--- src/ssw_pkg.sv ---
// Constants, carrier types and state codes of the supply supervisor watchdog.
package ssw_pkg;

    // ==========================================================
    // Timing
    localparam real         CLK_HZ        = 125.0e6;
    localparam real         T_WD_FAST_MS  = 100.0;
    localparam real         T_WD_SLOW_S   = 1.6;
    localparam real         T_RST_MS      = 200.0;
    localparam real         T_CE_HOLD_US  = 15.0;
    // Counts round to the nearest cycle, so float error cannot drop one.
    localparam int unsigned WD_FAST_CYC   =
        int'(T_WD_FAST_MS * 1.0e-3 * CLK_HZ);
    localparam int unsigned WD_SLOW_CYC   = int'(T_WD_SLOW_S * CLK_HZ);
    localparam int unsigned RST_CYC       = int'(T_RST_MS * 1.0e-3 * CLK_HZ);
    localparam int unsigned CE_HOLD_CYC   =
        int'(T_CE_HOLD_US * 1.0e-6 * CLK_HZ);
    localparam int unsigned EXT_WD_CLKS   = 1024;
    localparam int unsigned EXT_FIRST_CLKS = 4096;
    localparam int unsigned EXT_RST_CLKS  = 2048;

    // ==========================================================
    // Pin bundle and its reset value
    typedef struct packed {
        logic supply_low;     // Main supply below reset threshold.
        logic below_backup;   // Main supply below backup supply level.
        logic kick_hi;        // Kick input above its high threshold.
        logic kick_lo;        // Kick input below its low threshold.
        logic ts_select;      // Timing source select, high for internal.
        logic ts_in;          // Timing source input level.
        logic pf_ok;          // Monitor input above the power-fail level.
        logic ce_in_n;        // Chip enable input, active low.
    } ssw_pins_t;

    localparam int        PINS_W     = $bits(ssw_pins_t);
    localparam ssw_pins_t PINS_RESET = 8'h8D;

    // ==========================================================
    // Reset sequencer states
    typedef enum logic [2:0] {
        ST_SUPPLY_LOW  = 3'h1,
        ST_RST_TIMEOUT = 3'h2,
        ST_RUN         = 3'h4
    } ssw_state_t;

endpackage : ssw_pkg

--- src/ssw_top.sv ---
// Supply supervisor with watchdog, backup switchover and chip enable gating.
module ssw_top
    import ssw_pkg::*;
#(
    parameter int unsigned WD_FAST_LIM = WD_FAST_CYC,
    parameter int unsigned WD_SLOW_LIM = WD_SLOW_CYC,
    parameter int unsigned RST_LIM     = RST_CYC
) (
    input  wire logic clock,
    input  wire logic rst_n,
    input  wire logic supply_low_in,
    input  wire logic supply_below_backup_in,
    input  wire logic kick_hi_in,
    input  wire logic kick_lo_in,
    input  wire logic timing_source_select,
    input  wire logic timing_source_in,
    input  wire logic powerfail_monitor_in,
    input  wire logic ce_in_n,
    output logic      low_line_n,
    output logic      reset_n,
    output logic      reset_hi,
    output logic      kick_fault_out_n,
    output logic      backup_in_use_flag,
    output logic      powerfail_flag_out_n,
    output logic      ce_out_n
);

    // ==========================================================
    // Input synchronisation
    ssw_pins_t pins_raw;
    ssw_pins_t pins;

    always_comb begin
        pins_raw.supply_low   = supply_low_in;
        pins_raw.below_backup = supply_below_backup_in;
        pins_raw.kick_hi      = kick_hi_in;
        pins_raw.kick_lo      = kick_lo_in;
        pins_raw.ts_select    = timing_source_select;
        pins_raw.ts_in        = timing_source_in;
        pins_raw.pf_ok        = powerfail_monitor_in;
        pins_raw.ce_in_n      = ce_in_n;
    end

    ssw_sync #(
        .W     (PINS_W),
        .RST_V (PINS_RESET)
    ) u_sync (
        .clock    (clock),
        .rst_n    (rst_n),
        .async_in (pins_raw),
        .sync_out (pins)
    );

    // ==========================================================
    // State
    ssw_state_t  state_q,     state_d;
    logic [31:0] rst_cnt_q,   rst_cnt_d;
    logic [31:0] wd_cnt_q,    wd_cnt_d;
    logic        first_q,     first_d;
    logic        fault_q,     fault_d;
    logic        kick_lvl_q,  kick_lvl_d;
    logic        ts_prev_q,   ts_prev_d;
    logic        backup_q,    backup_d;
    logic        ce_hold_q,   ce_hold_d;
    logic [31:0] ce_cnt_q,    ce_cnt_d;
    logic        ce_out_q,    ce_out_d;
    logic        rst_n_q,     rst_n_d;
    logic        low_line_q,  low_line_d;
    logic        pf_q,        pf_d;

    logic        tick;
    logic        kick_mid;
    logic        kick_edge;
    logic        wd_enable;
    logic [31:0] wd_lim;
    logic [31:0] rst_lim;
    logic        rst_active;
    logic        rst_active_d;

    // ==========================================================
    // Timebase selection
    always_comb begin
        tick = pins.ts_select ? 1'b1 : (pins.ts_in & ~ts_prev_q);
        ts_prev_d = pins.ts_in;
        if (!pins.ts_select) begin
            wd_lim  = first_q ? EXT_FIRST_CLKS : EXT_WD_CLKS;
            rst_lim = EXT_RST_CLKS;
        end else begin
            if (first_q || pins.ts_in) begin
                wd_lim = WD_SLOW_LIM;
            end else begin
                wd_lim = WD_FAST_LIM;
            end
            rst_lim = RST_LIM;
        end
    end

    // ==========================================================
    // Backup switchover
    always_comb begin
        backup_d = backup_q;
        if (pins.below_backup && pins.supply_low) begin
            backup_d = 1'b1;
        end else if (!pins.below_backup && !pins.supply_low) begin
            backup_d = 1'b0;
        end
    end

    // ==========================================================
    // Kick decode, watchdog and reset sequencer
    always_comb begin
        kick_mid   = ~pins.kick_hi & ~pins.kick_lo;
        kick_edge  = ~kick_mid & (pins.kick_hi != kick_lvl_q);
        kick_lvl_d = kick_mid ? kick_lvl_q : pins.kick_hi;
        wd_enable  = ~kick_mid & ~pins.supply_low & ~backup_q;

        state_d   = state_q;
        rst_cnt_d = rst_cnt_q;
        wd_cnt_d  = wd_cnt_q;
        first_d   = first_q;
        fault_d   = fault_q;

        if (kick_edge || !wd_enable) begin
            fault_d = 1'b0;
        end

        unique case (state_q)
            ST_SUPPLY_LOW: begin
                rst_cnt_d = '0;
                if (!pins.supply_low) begin
                    state_d = ST_RST_TIMEOUT;
                end
            end
            ST_RST_TIMEOUT: begin
                if (pins.supply_low) begin
                    state_d = ST_SUPPLY_LOW;
                end else if (tick) begin
                    if (rst_cnt_q + 32'h1 >= rst_lim) begin
                        state_d = ST_RUN;
                        wd_cnt_d = '0;
                    end
                    rst_cnt_d = rst_cnt_q + 32'h1;
                end
            end
            ST_RUN: begin
                if (pins.supply_low) begin
                    state_d = ST_SUPPLY_LOW;
                    first_d = 1'b1;
                end else if (!wd_enable || kick_edge) begin
                    wd_cnt_d = '0;
                    if (kick_edge) begin
                        first_d = 1'b0;
                    end
                end else if (tick) begin
                    wd_cnt_d = wd_cnt_q + 32'h1;
                    if (wd_cnt_q + 32'h1 >= wd_lim) begin
                        fault_d   = 1'b1;
                        state_d   = ST_RST_TIMEOUT;
                        rst_cnt_d = '0;
                        first_d   = 1'b1;
                    end
                end
            end
        endcase

        if (state_d == ST_SUPPLY_LOW) begin
            first_d = 1'b1;
        end
    end

    // ==========================================================
    // Chip enable gating and outputs
    always_comb begin
        rst_active   = (state_q != ST_RUN);
        rst_active_d = (state_d != ST_RUN);
        ce_hold_d    = ce_hold_q;
        ce_cnt_d     = ce_cnt_q;
        if (rst_active_d && !rst_active && !pins.ce_in_n) begin
            ce_hold_d = 1'b1;
            ce_cnt_d  = '0;
        end else if (ce_hold_q) begin
            ce_cnt_d = ce_cnt_q + 32'h1;
            if (pins.ce_in_n || ce_cnt_q + 32'h1 >= CE_HOLD_CYC
                    || !rst_active_d) begin
                ce_hold_d = 1'b0;
            end
        end
        ce_out_d   = pins.ce_in_n | (rst_active_d & ~ce_hold_d);
        rst_n_d    = ~rst_active_d;
        low_line_d = ~pins.supply_low;
        pf_d       = pins.pf_ok;
    end

    always_ff @(posedge clock) begin
        if (!rst_n) begin
            state_q    <= ST_SUPPLY_LOW;
            rst_cnt_q  <= '0;
            wd_cnt_q   <= '0;
            first_q    <= 1'b1;
            fault_q    <= 1'b0;
            kick_lvl_q <= 1'b0;
            ts_prev_q  <= 1'b1;
            backup_q   <= 1'b0;
            ce_hold_q  <= 1'b0;
            ce_cnt_q   <= '0;
            ce_out_q   <= 1'b1;
            rst_n_q    <= 1'b0;
            low_line_q <= 1'b0;
            pf_q       <= 1'b0;
        end else begin
            state_q    <= state_d;
            rst_cnt_q  <= rst_cnt_d;
            wd_cnt_q   <= wd_cnt_d;
            first_q    <= first_d;
            fault_q    <= fault_d;
            kick_lvl_q <= kick_lvl_d;
            ts_prev_q  <= ts_prev_d;
            backup_q   <= backup_d;
            ce_hold_q  <= ce_hold_d;
            ce_cnt_q   <= ce_cnt_d;
            ce_out_q   <= ce_out_d;
            rst_n_q    <= rst_n_d;
            low_line_q <= low_line_d;
            pf_q       <= pf_d;
        end
    end

    assign low_line_n           = low_line_q;
    assign reset_n              = rst_n_q;
    assign reset_hi             = ~rst_n_q;
    assign kick_fault_out_n     = ~fault_q;
    assign backup_in_use_flag   = backup_q;
    assign powerfail_flag_out_n = pf_q;
    assign ce_out_n             = ce_out_q;

endmodule : ssw_top

--- src/ssw_sync.sv ---
// Three-stage input synchroniser that accepts a change once stages agree.
module ssw_sync #(
    parameter int             W     = 1,
    parameter logic [W-1:0]   RST_V = '0
) (
    input  wire logic         clock,
    input  wire logic         rst_n,
    input  wire logic [W-1:0] async_in,
    output logic      [W-1:0] sync_out
);

    logic [W-1:0] s1_q;
    logic [W-1:0] s2_q;
    logic [W-1:0] s3_q;
    logic [W-1:0] out_d;
    logic [W-1:0] out_q;

    genvar i;
    generate
        for (i = 0; i < W; i++) begin : g_bit
            always_comb begin
                out_d[i] = (s2_q[i] == s3_q[i]) ? s3_q[i] : out_q[i];
            end
            always_ff @(posedge clock) begin
                if (!rst_n) begin
                    s1_q[i]  <= RST_V[i];
                    s2_q[i]  <= RST_V[i];
                    s3_q[i]  <= RST_V[i];
                    out_q[i] <= RST_V[i];
                end else begin
                    s1_q[i]  <= async_in[i];
                    s2_q[i]  <= s1_q[i];
                    s3_q[i]  <= s2_q[i];
                    out_q[i] <= out_d[i];
                end
            end
        end
    endgenerate

    assign sync_out = out_q;

endmodule : ssw_sync

--- config.mk ---
export PLATFORM = sky130hd
export DESIGN_NAME = ssw_top
export DESIGN_NICKNAME = d
export VERILOG_FILES = /design/src/ssw_pkg.sv /design/src/ssw_top.sv /design/src/ssw_sync.sv
export SDC_FILE = /design/constraint.sdc
export NUM_CORES = 1
export LEC_CHECK = 0
export BUFFER_PORTS_ARGS = -buffer_cell sky130_fd_sc_hd__buf_2
export CAP_MARGIN = 20
export CELL_PAD_IN_SITES_DETAIL_PLACEMENT = 1
export CELL_PAD_IN_SITES_GLOBAL_PLACEMENT = 1
export CORE_UTILIZATION = 48
export DETAILED_ROUTE_END_ITERATION = 7
export GPL_ROUTABILITY_DRIVEN = 0
export PLACE_DENSITY = 0.84
export SLEW_MARGIN = 20
export SYNTH_ARGS = -nofsm -noshare
export SYNTH_HDL_FRONTEND = slang
export SYNTH_SLANG_ARGS = --single-unit
--- constraint.sdc ---
create_clock -name clock -period 5.53 [get_ports clock]
set_input_delay 0.8295 -clock clock [delete_from_list [all_inputs] [get_ports clock]]
set_output_delay 0.8295 -clock clock [all_outputs]
set_load 0.005 [all_outputs]
-- Word level (Yosys, flattened, before mapping)
Cells that the tools add are included.
W data, S select, Z words.
- bitwise gates (word level): 18
- order comparisons: 3
- reductions and logical operators: 23
- equality and inequality tests: 24
- $add $sub $neg: 3
- mux-type cells: 44
- operators by type and width (kind ; count):
    $mux W32 ; 12
    $add A32 B1 Y32 const B ; 3
    $pmux W32 S3 ; 1
    $ge A32 B32 Y1 ; 2
    $pmux W32 S2 ; 1
    $mux W28 ; 2
    $ge A32 B11 Y1 const B ; 1
    $mux W25 ; 1
    $mux W3 ; 8
    $mux W1 ; 17
    $ne A2 B2 Y1 const B ; 7
    $mux W13 ; 1
    $reduce_and A6 Y1 ; 2
    $not A1 Y1 ; 11
    $ne A3 B3 Y1 const B ; 3
    $pmux W3 S3 ; 1
    $eq A1 B1 Y1 ; 8
    $and A1 B1 Y1 ; 6
    $eq A3 B1 Y1 const B ; 2
    $logic_not A1 Y1 ; 6
    $reduce_bool A3 Y1 ; 2
    $logic_and A1 B1 Y1 ; 4
    $logic_or A1 B1 Y1 ; 4
    $reduce_and A4 Y1 ; 1
    7 further kinds ; 9
- flip-flop bits (word level): 141
- output and inout port bits: 7
- word-level logic and storage cells: 161

-- Longest topological paths before layout
Gate-level depths: netlist of run 1.
- word-level depth: 19
- mapped depth: 19
- mapped depth without buffers: 17

-- Cells and area by module
Synthesis of run 1 repeated with hierarchy kept, for this count alone.
- cell total of the unflattened synthesis: 1035
- area total of the unflattened synthesis: 8508.2 um^2
- modules (own cells, without submodules) (module ; instances ; area each (um^2) ; cells each):
    ssw_top ; 1 ; 7564.8 ; 952
    ssw_sync ; 1 ; 943.4 ; 83

-- Worst setup path before layout of run 1
No wires, ideal clock.
- path kind: register -> register
- start point: register wd_cnt_q[3]
- end point: register rst_cnt_q[12]
- arrival: 3.844 ns
- data required time: 5.439 ns
- setup slack: 1.595 ns
- clock period less this slack: 3.935 ns
- stages on the path, launching flop included: 19
- cell sequence: dfxtp_1 buf_2 nand4_2 nor4_1 and2_1 clkbuf_2 nand4_1 nor2_1 xor2_1 ha_1 a21o_1 a21o_1 a221oi_1 o31ai_1 o211ai_1 nand4b_1 o2bb2ai_2 buf_2 a311oi_1
- longest elaborated chain between the ends: 4
- RTL lines (element ; RTL line ; RTL):
    from (decl) ; ssw_top.sv:58 ; logic [31:0] wd_cnt_q, wd_cnt_d;
    from (signal assigned) ; ssw_top.sv:213 ; wd_cnt_q <= wd_cnt_d;
    $add A32 B1 Y32 ; ssw_top.sv:156 ; if (wd_cnt_q + 32'h1 >= wd_lim) begin
    $ge A32 B32 Y1 ; ssw_top.sv:156 ;
    $ne A2 B2 Y1 (no line) ; -- ;
    $reduce_and A6 Y1 (no line) ; -- ;
    to (signal assigned) ; ssw_top.sv:212 ; rst_cnt_q <= rst_cnt_d;
    to (decl) ; ssw_top.sv:57 ; logic [31:0] rst_cnt_q, rst_cnt_d;
Every way passes these cells.
A chain may end at the register's enable or synchronous reset.

-- Final worst setup path of run 1
- start point: register wd_cnt_q[3]
- end point: register rst_cnt_q[16]
The elaborated chain is that of the path after synthesis.

==> results of run 1 <==
-- routing by layer --
| layer | GRT usage, % | wire, µm | up-vias |
|---|---|---|---|
| met2 | 45.4 | 11000 | 112 |
| li1 | - | - | 3632 |
| met1 | 34.1 | 10500 | 3691 |
| met5 | 0 | 0 | - |
| met3 | 4.75 | 802 | 37 |
| met4 | 8.94 | 410 | 0 |
-- area by class of cell --
class	count	area (µm²)	share of cell area, %
Clock inverter	12	184	2.03
Sequential cell	141	2820	31.2
Multi-Input combinational cell	811	5090	56.3
Clock buffer	20	457	5.05
Tap cell	220	275	3.04
Timing Repair Buffer	25	148	1.63
Inverter	18	67.6	0.747
-- cell families (layout without fill, tap and decap cells) --
group / after synthesis / after routing / share of synthesized area [%]
AOI/OAI and AO/OA: 213 / 213 / 16.4
xor gates and xnor gates: 80 / 80 / 8.52
adders and majority gates: 35 / 35 / 5.32
buffers and inverters: 74 / 75 / 3.88
DFF: 141 / 141 / 34.3
muxes: 19 / 19 / 2.34
and+or+nand+nor: 464 / 464 / 29.2
-- flip-flops by register name (all words and copies together), names as in the netlist --
signal,flops
ce_cnt_q,32
rst_cnt_q,32
wd_cnt_q,32
u_sync.s1_q,8
u_sync.s2_q,8
u_sync.s3_q,8
u_sync.sync_out,8
state_q,3
backup_in_use_flag,1
ce_hold_q,1
ce_out_n,1
fault_q,1
first_q,1
kick_lvl_q,1
low_line_n,1
powerfail_flag_out_n,1
reset_n,1
ts_prev_q,1
-- worst max-delay path, delay by kind of cell, from the launching register on --
family,cells,cell delay (ps)
AOI/OAI and AO/OA,7,1640
xor gates and xnor gates,1,220
DFF,1,460
buffers and inverters,1,320
and+or+nand+nor,7,2070
adders and majority gates,1,290
-- how the worst max path moves through the flow --
stage,end,start,cells past startpoint
floorplan,rst_cnt_q[12],wd_cnt_q[3],18
global placement,rst_cnt_q[16],wd_cnt_q[3],17
detailed placement,rst_cnt_q[16],wd_cnt_q[3],17
CTS,rst_cnt_q[16],wd_cnt_q[3],17
global route,rst_cnt_q[16],wd_cnt_q[3],17
finish,rst_cnt_q[16],wd_cnt_q[3],17
-- through the flow --
step	setup slack, ps	hold WS [ps]
global placement	816	392
global route	145	425
floorplan	1600	386
detailed placement	602	393
finish	440	409
CTS	528	411
-- placed cells by master, fill, tap and decap left out, drive strengths merged, types with 25 or more instances in the layout --
cell | Yosys | routed
a21oi | 44 | 44
a31oi | 38 | 38
and2 | 39 | 39
buf | 20 | 25
dfxtp | 141 | 141
ha | 35 | 35
nand2 | 101 | 101
nand3 | 51 | 51
nand4 | 35 | 35
nor2 | 129 | 129
nor3 | 27 | 27
o21ai | 70 | 70
xnor2 | 33 | 33
xor2 | 47 | 47
-- power by group through the flow --
stage          Combinational (mW)  Clock (mW)  Sequential, mW
6_report                   0.0316        1.25            1.03
4_1_cts                    0.0320        1.27            1.03
5_1_grt                    0.0349        1.31            1.03
2_1_floorplan              0.0201           0            1.05
3_3_place_gp               0.0310           0            1.05
3_5_place_dp               0.0316           0            1.05
==> run metrics, run 1 <==
CP required 5880 ps; clock share of power 54.2%; Post-Syn Area 0.00823 mm²; CTS tree yes; Comb power frac 1.4%; Die Y 133 µm; # fillers 2041; vias after detailed routing 7472; H-tree Lvls 4; CTS Root Buffer Type clkbuf_16; critical hold path startpoint u_sync.s1_q[3]; r2r endpoint rst_cnt_q[16]; initial core utilization 49.4%; Clock Skews 13.7 ps; PostCTS Resize Cnt 0; Peak VDD IR 210 µV; worst hold path type flop to flop; post-synthesis cell type count 73; Min-Delay Endpoint u_sync.s2_q[3]; crit end category flop; gr usage total 26.7%; first-pass GRT wire length 38300 µm; Rel. slew slack 29.5%; Leak 3.45 nW; post-CTS setup buffers 0; CP max-delay cell nor4_1; first drt pass iteration count 4; DR iter-0 viols 399; CP arrival 5440 ps; CP most frequent cell a21o_1; worst path cell trace nand4_2, nor4_1, and2_1, nand4_1, nor2_1, xor2_1, ha_1, a21o_1, a21o_1, a221oi_1, o31ai_1, o211ai_1, nand4b_1, o2bb2ai_2, buf_4, o211a_1, nor3_1; initial antenna violation count 0; CTS hold repair buffers 0; I/O Buffers 16; Yosys top cell area share 34.3%; top-count cell post-synth dfxtp_1; final hold vios 0; Synth Register Bits 141; vias in the first global route 7680; Placed Area 0.00840 mm²; dominant synthesized flop cell dfxtp_1; gr ovfl total 0; RSZ-0062 raised after global routing no; R2R cell count 17; CTS sink count 141; Total Die Area 0.0177 mm²; Max Cap Viol 0; internal power 1.81 mW; post-synthesis async set-or-reset flop share 0%; # setup viols final 0; Final Cell Area 0.00904 mm²; die width 133 µm; fin crit share 92.0%; synthesized area per cell 8.02 µm²; critical path's largest stage delay 620 ps; ANT nets after route 0; Fmax 0.196 GHz; via/cell ratio 5.99; DRC 0; Final Non-Filler Cells 1247; Sw Ratio 21.4%; Clock Latency Late Sink 430 ps; Syn Inst Count 1026; syn_nets 1071; synth cell count leaders dfxtp_1 (141), nor2_1 (127), nand2_1 (100); Slew @ Worst Pin 1050 ps; Core Box Area 0.0166 mm²; Pwr per Cell Area 255 mW/mm²; Slew Limit Fails 0; Reg2Reg Launch Point wd_cnt_q[3]; worst setup path class flop to flop; pin count of the biggest net entering global routing 80; total CTS buffers 17; status finished clean; Overall Power 2.31 mW; CTS clock-pin slew for the worst setup and hold paths 60 ps; num ports 17; final WL 22700 µm; Sw Pwr 493 µW; Worst Setup Start Kind flop; area leader, netlist dfxtp_1; ANT cells 0; Seq pwr share 44.5%; layout cells sized above 1 8.08%; hold depth 1; number of flops mapped to enable cells by yosys 0; Post-Route Utilization 54.3%; min Tclk post-route 5090 ps; num rows 47; net count reported at finish 1059; Routed wire per std cell 18.2 µm; Seq/Total Area, Yosys 34.3%; setup TNS 0 ps; reg-to-reg slack, setup 440 ps; clk buf depth 2; Ys Warns 0; worst-path fanout max 25; Area Overhead vs Synth 9.87%; placed insts 1215; Synth area leaders dfxtp_1 (34%), nor2_1 (5.8%), ha_1 (5.3%), xor2_1 (5.0%), nand2_1 (4.6%); HPWL Detailed 15200 µm
(Power assumes the default switching activity.)
==> inputs of run 2 (changes only) <==
--- a/config.mk
+++ b/config.mk
@@ -10,6 +10,7 @@
 export CELL_PAD_IN_SITES_DETAIL_PLACEMENT = 1
 export CELL_PAD_IN_SITES_GLOBAL_PLACEMENT = 1
 export CORE_UTILIZATION = 48
+export CTS_BUF_LIST = sky130_fd_sc_hd__clkbuf_8 sky130_fd_sc_hd__clkbuf_16
 export DETAILED_ROUTE_END_ITERATION = 7
 export GPL_ROUTABILITY_DRIVEN = 0
 export PLACE_DENSITY = 0.84
==> run 2 against run 1 <==
Compared with the run above:
- sequential cell count did not move
- sequential share of layout area did not move
- core utilization did not move
- non-clock buffer count did not move
- clock power barely moved
- critical path type unchanged
- largest cell class unchanged
==> run metrics, run 2 (synthesis results as in run 1) <==
status finished clean; min Tclk post-route 5090 ps (-1.46 ps); initial core utilization 49.4% (unchanged); Die Y 133 µm (unchanged); Min-Delay Endpoint u_sync.s2_q[3]; final hold vios 0 (unchanged); Rel. slew slack 29.4% (-0.13 points); worst-path fanout max 25 (unchanged); CP most frequent cell a21o_1; via/cell ratio 6.00 (about the same); Seq pwr share 44.5% (about the same); Total Die Area 0.0177 mm² (unchanged); clk buf depth 2 (unchanged); clock share of power 54.1% (about the same); gr ovfl total 0 (unchanged); Pwr per Cell Area 255 mW/mm² (about the same); die width 133 µm (unchanged); hold_ws 409 ps (-0.0530 ps); total CTS buffers 17 (unchanged); Clock Skews 13.4 ps (-0.359 ps); Slew Limit Fails 0 (unchanged); Worst Setup Start Kind flop; CTS tree yes; vias after detailed routing 7478 (+0.080%); Peak VDD IR 211 µV (+0.20%); layout cells sized above 1 8.08% (unchanged); commonest non-fill, non-tap cell in the layout dfxtp_1; Largest regs ce_cnt_q x32, rst_cnt_q x32, wd_cnt_q x32; Fmax 0.197 GHz (about the same); PostCTS Resize Cnt 0 (unchanged); I/O Buffers 16 (unchanged); Reg2Reg Launch Point wd_cnt_q[3]; internal power 1.81 mW (-0.10%); Area Overhead vs Synth 9.87% (unchanged); post-CTS setup buffers 0 (unchanged); CP max-delay cell nor4_1; Sw Pwr 494 µW (+0.23%); # setup viols final 0 (unchanged); Max Cap Viol 0 (unchanged); setup TNS 0 ps (unchanged); R2R cell count 17 (unchanged); worst path cell trace nand4_2, nor4_1, and2_1, nand4_1, nor2_1, xor2_1, ha_1, a21o_1, a21o_1, a221oi_1, o31ai_1, o211ai_1, nand4b_1, o2bb2ai_2, buf_4, o211a_1, nor3_1; final WL 22700 µm (about the same); HPWL Detailed 15200 µm (unchanged); critical path's largest stage delay 620 ps (about the same); pin count of the biggest net entering global routing 80 (unchanged); first drt pass iteration count 4 (unchanged); CTS hold repair buffers 0 (unchanged); DR iter-0 viols 411 (+3.0%); ANT cells 0 (unchanged); Leak 3.45 nW (+0.12%); CTS sink count 141 (unchanged); critical hold path startpoint u_sync.s1_q[3]; CTS Root Buffer Type clkbuf_16; Core Box Area 0.0166 mm² (unchanged); vias in the first global route 7682 (+0.026%); RSZ-0062 raised after global routing no; gr usage total 26.7% (about the same); Overall Power 2.31 mW (about the same); CP arrival 5430 ps (about the same); reg-to-reg slack, setup 440 ps (about the same); Comb power frac 1.4% (about the same); Slew @ Worst Pin 1050 ps (+1.89 ps); ANT nets after route 0 (unchanged); CP required 5880 ps (about the same); hold depth 1 (unchanged); Clock Latency Late Sink 430 ps (about the same); H-tree Lvls 4 (unchanged); worst hold path type flop to flop; Sw Ratio 21.4% (+0.055 points); num ports 17 (unchanged); fin crit share 92.0% (about the same); net count reported at finish 1059 (unchanged); num rows 47 (unchanged); first-pass GRT wire length 38300 µm (about the same); CTS clock-pin slew for the worst setup and hold paths 60 ps (about the same); Routed wire per std cell 18.2 µm (about the same); most frequent cells in the layout dfxtp_1 (141), nor2_1 (127), nand2_1 (100); crit end category flop; r2r endpoint rst_cnt_q[16]; worst setup path class flop to flop; initial antenna violation count 0 (unchanged); DRC 0 (unchanged)
==> run 2: power by group through the flow <==
stage / logic [mW] / registers (mW) / clock network [mW]
after floorplan: 0.0201 / 1.05 / 0
after global placement: 0.0310 / 1.05 / 0
after detailed placement: 0.0316 / 1.05 / 0
after CTS: 0.0320 / 1.03 / 1.26
after global routing: 0.0349 / 1.03 / 1.31
final: 0.0317 / 1.03 / 1.25
==> run 2: worst max path at each step <==
stage	startpoint	endpoint	cells after the start
3_5_place_dp	wd_cnt_q[3]	rst_cnt_q[16]	17
3_3_place_gp	wd_cnt_q[3]	rst_cnt_q[16]	17
4_1_cts	wd_cnt_q[3]	rst_cnt_q[16]	17
5_1_grt	wd_cnt_q[3]	rst_cnt_q[16]	17
2_1_floorplan	wd_cnt_q[3]	rst_cnt_q[12]	18
6_report	wd_cnt_q[3]	rst_cnt_q[16]	17
==> run 2: layout make-up <==
cell class | instances | area [µm²]
Fill cell | 2041 | 7600
Sequential cell | 141 | 2820
Inverter | 18 | 67.6
Clock buffer | 19 | 453
Clock inverter | 13 | 188
Tap cell | 220 | 275
Timing Repair Buffer | 25 | 148
Multi-Input combinational cell | 811 | 5090
==> run 2: stage by stage <==
step                      cells  util (%)  setup WS (ps)  cell area, µm²
after floorplan            1026         -           1600            8230
after global placement     1215      50.5            816            8400
after detailed placement   1215      50.5            602            8400
after CTS                  1247      54.3            528            9040
after global routing       1247      54.3            145            9040
final                      1247      54.3            442            9040
==> run 2: routing by layer <==
layer / vias to the layer above / GRT usage, % / part of all wire [%]
met3: 38 / 4.75 / 3.7
met2: 113 / 45.4 / 48
met1: 3690 / 34.1 / 46
li1: 3637 / - / -
met5: - / 0 / 0
met4: 0 / 8.94 / 1.8
==> run 2: critical path, delay by kind of cell, from the launching register on <==
kind | cells | cell delay, ps
and+or+nand+nor | 7 | 2070
AOI/OAI and AO/OA | 7 | 1640
DFF | 1 | 460
buffers and inverters | 1 | 320
adders and majority gates | 1 | 290
xor gates and xnor gates | 1 | 220
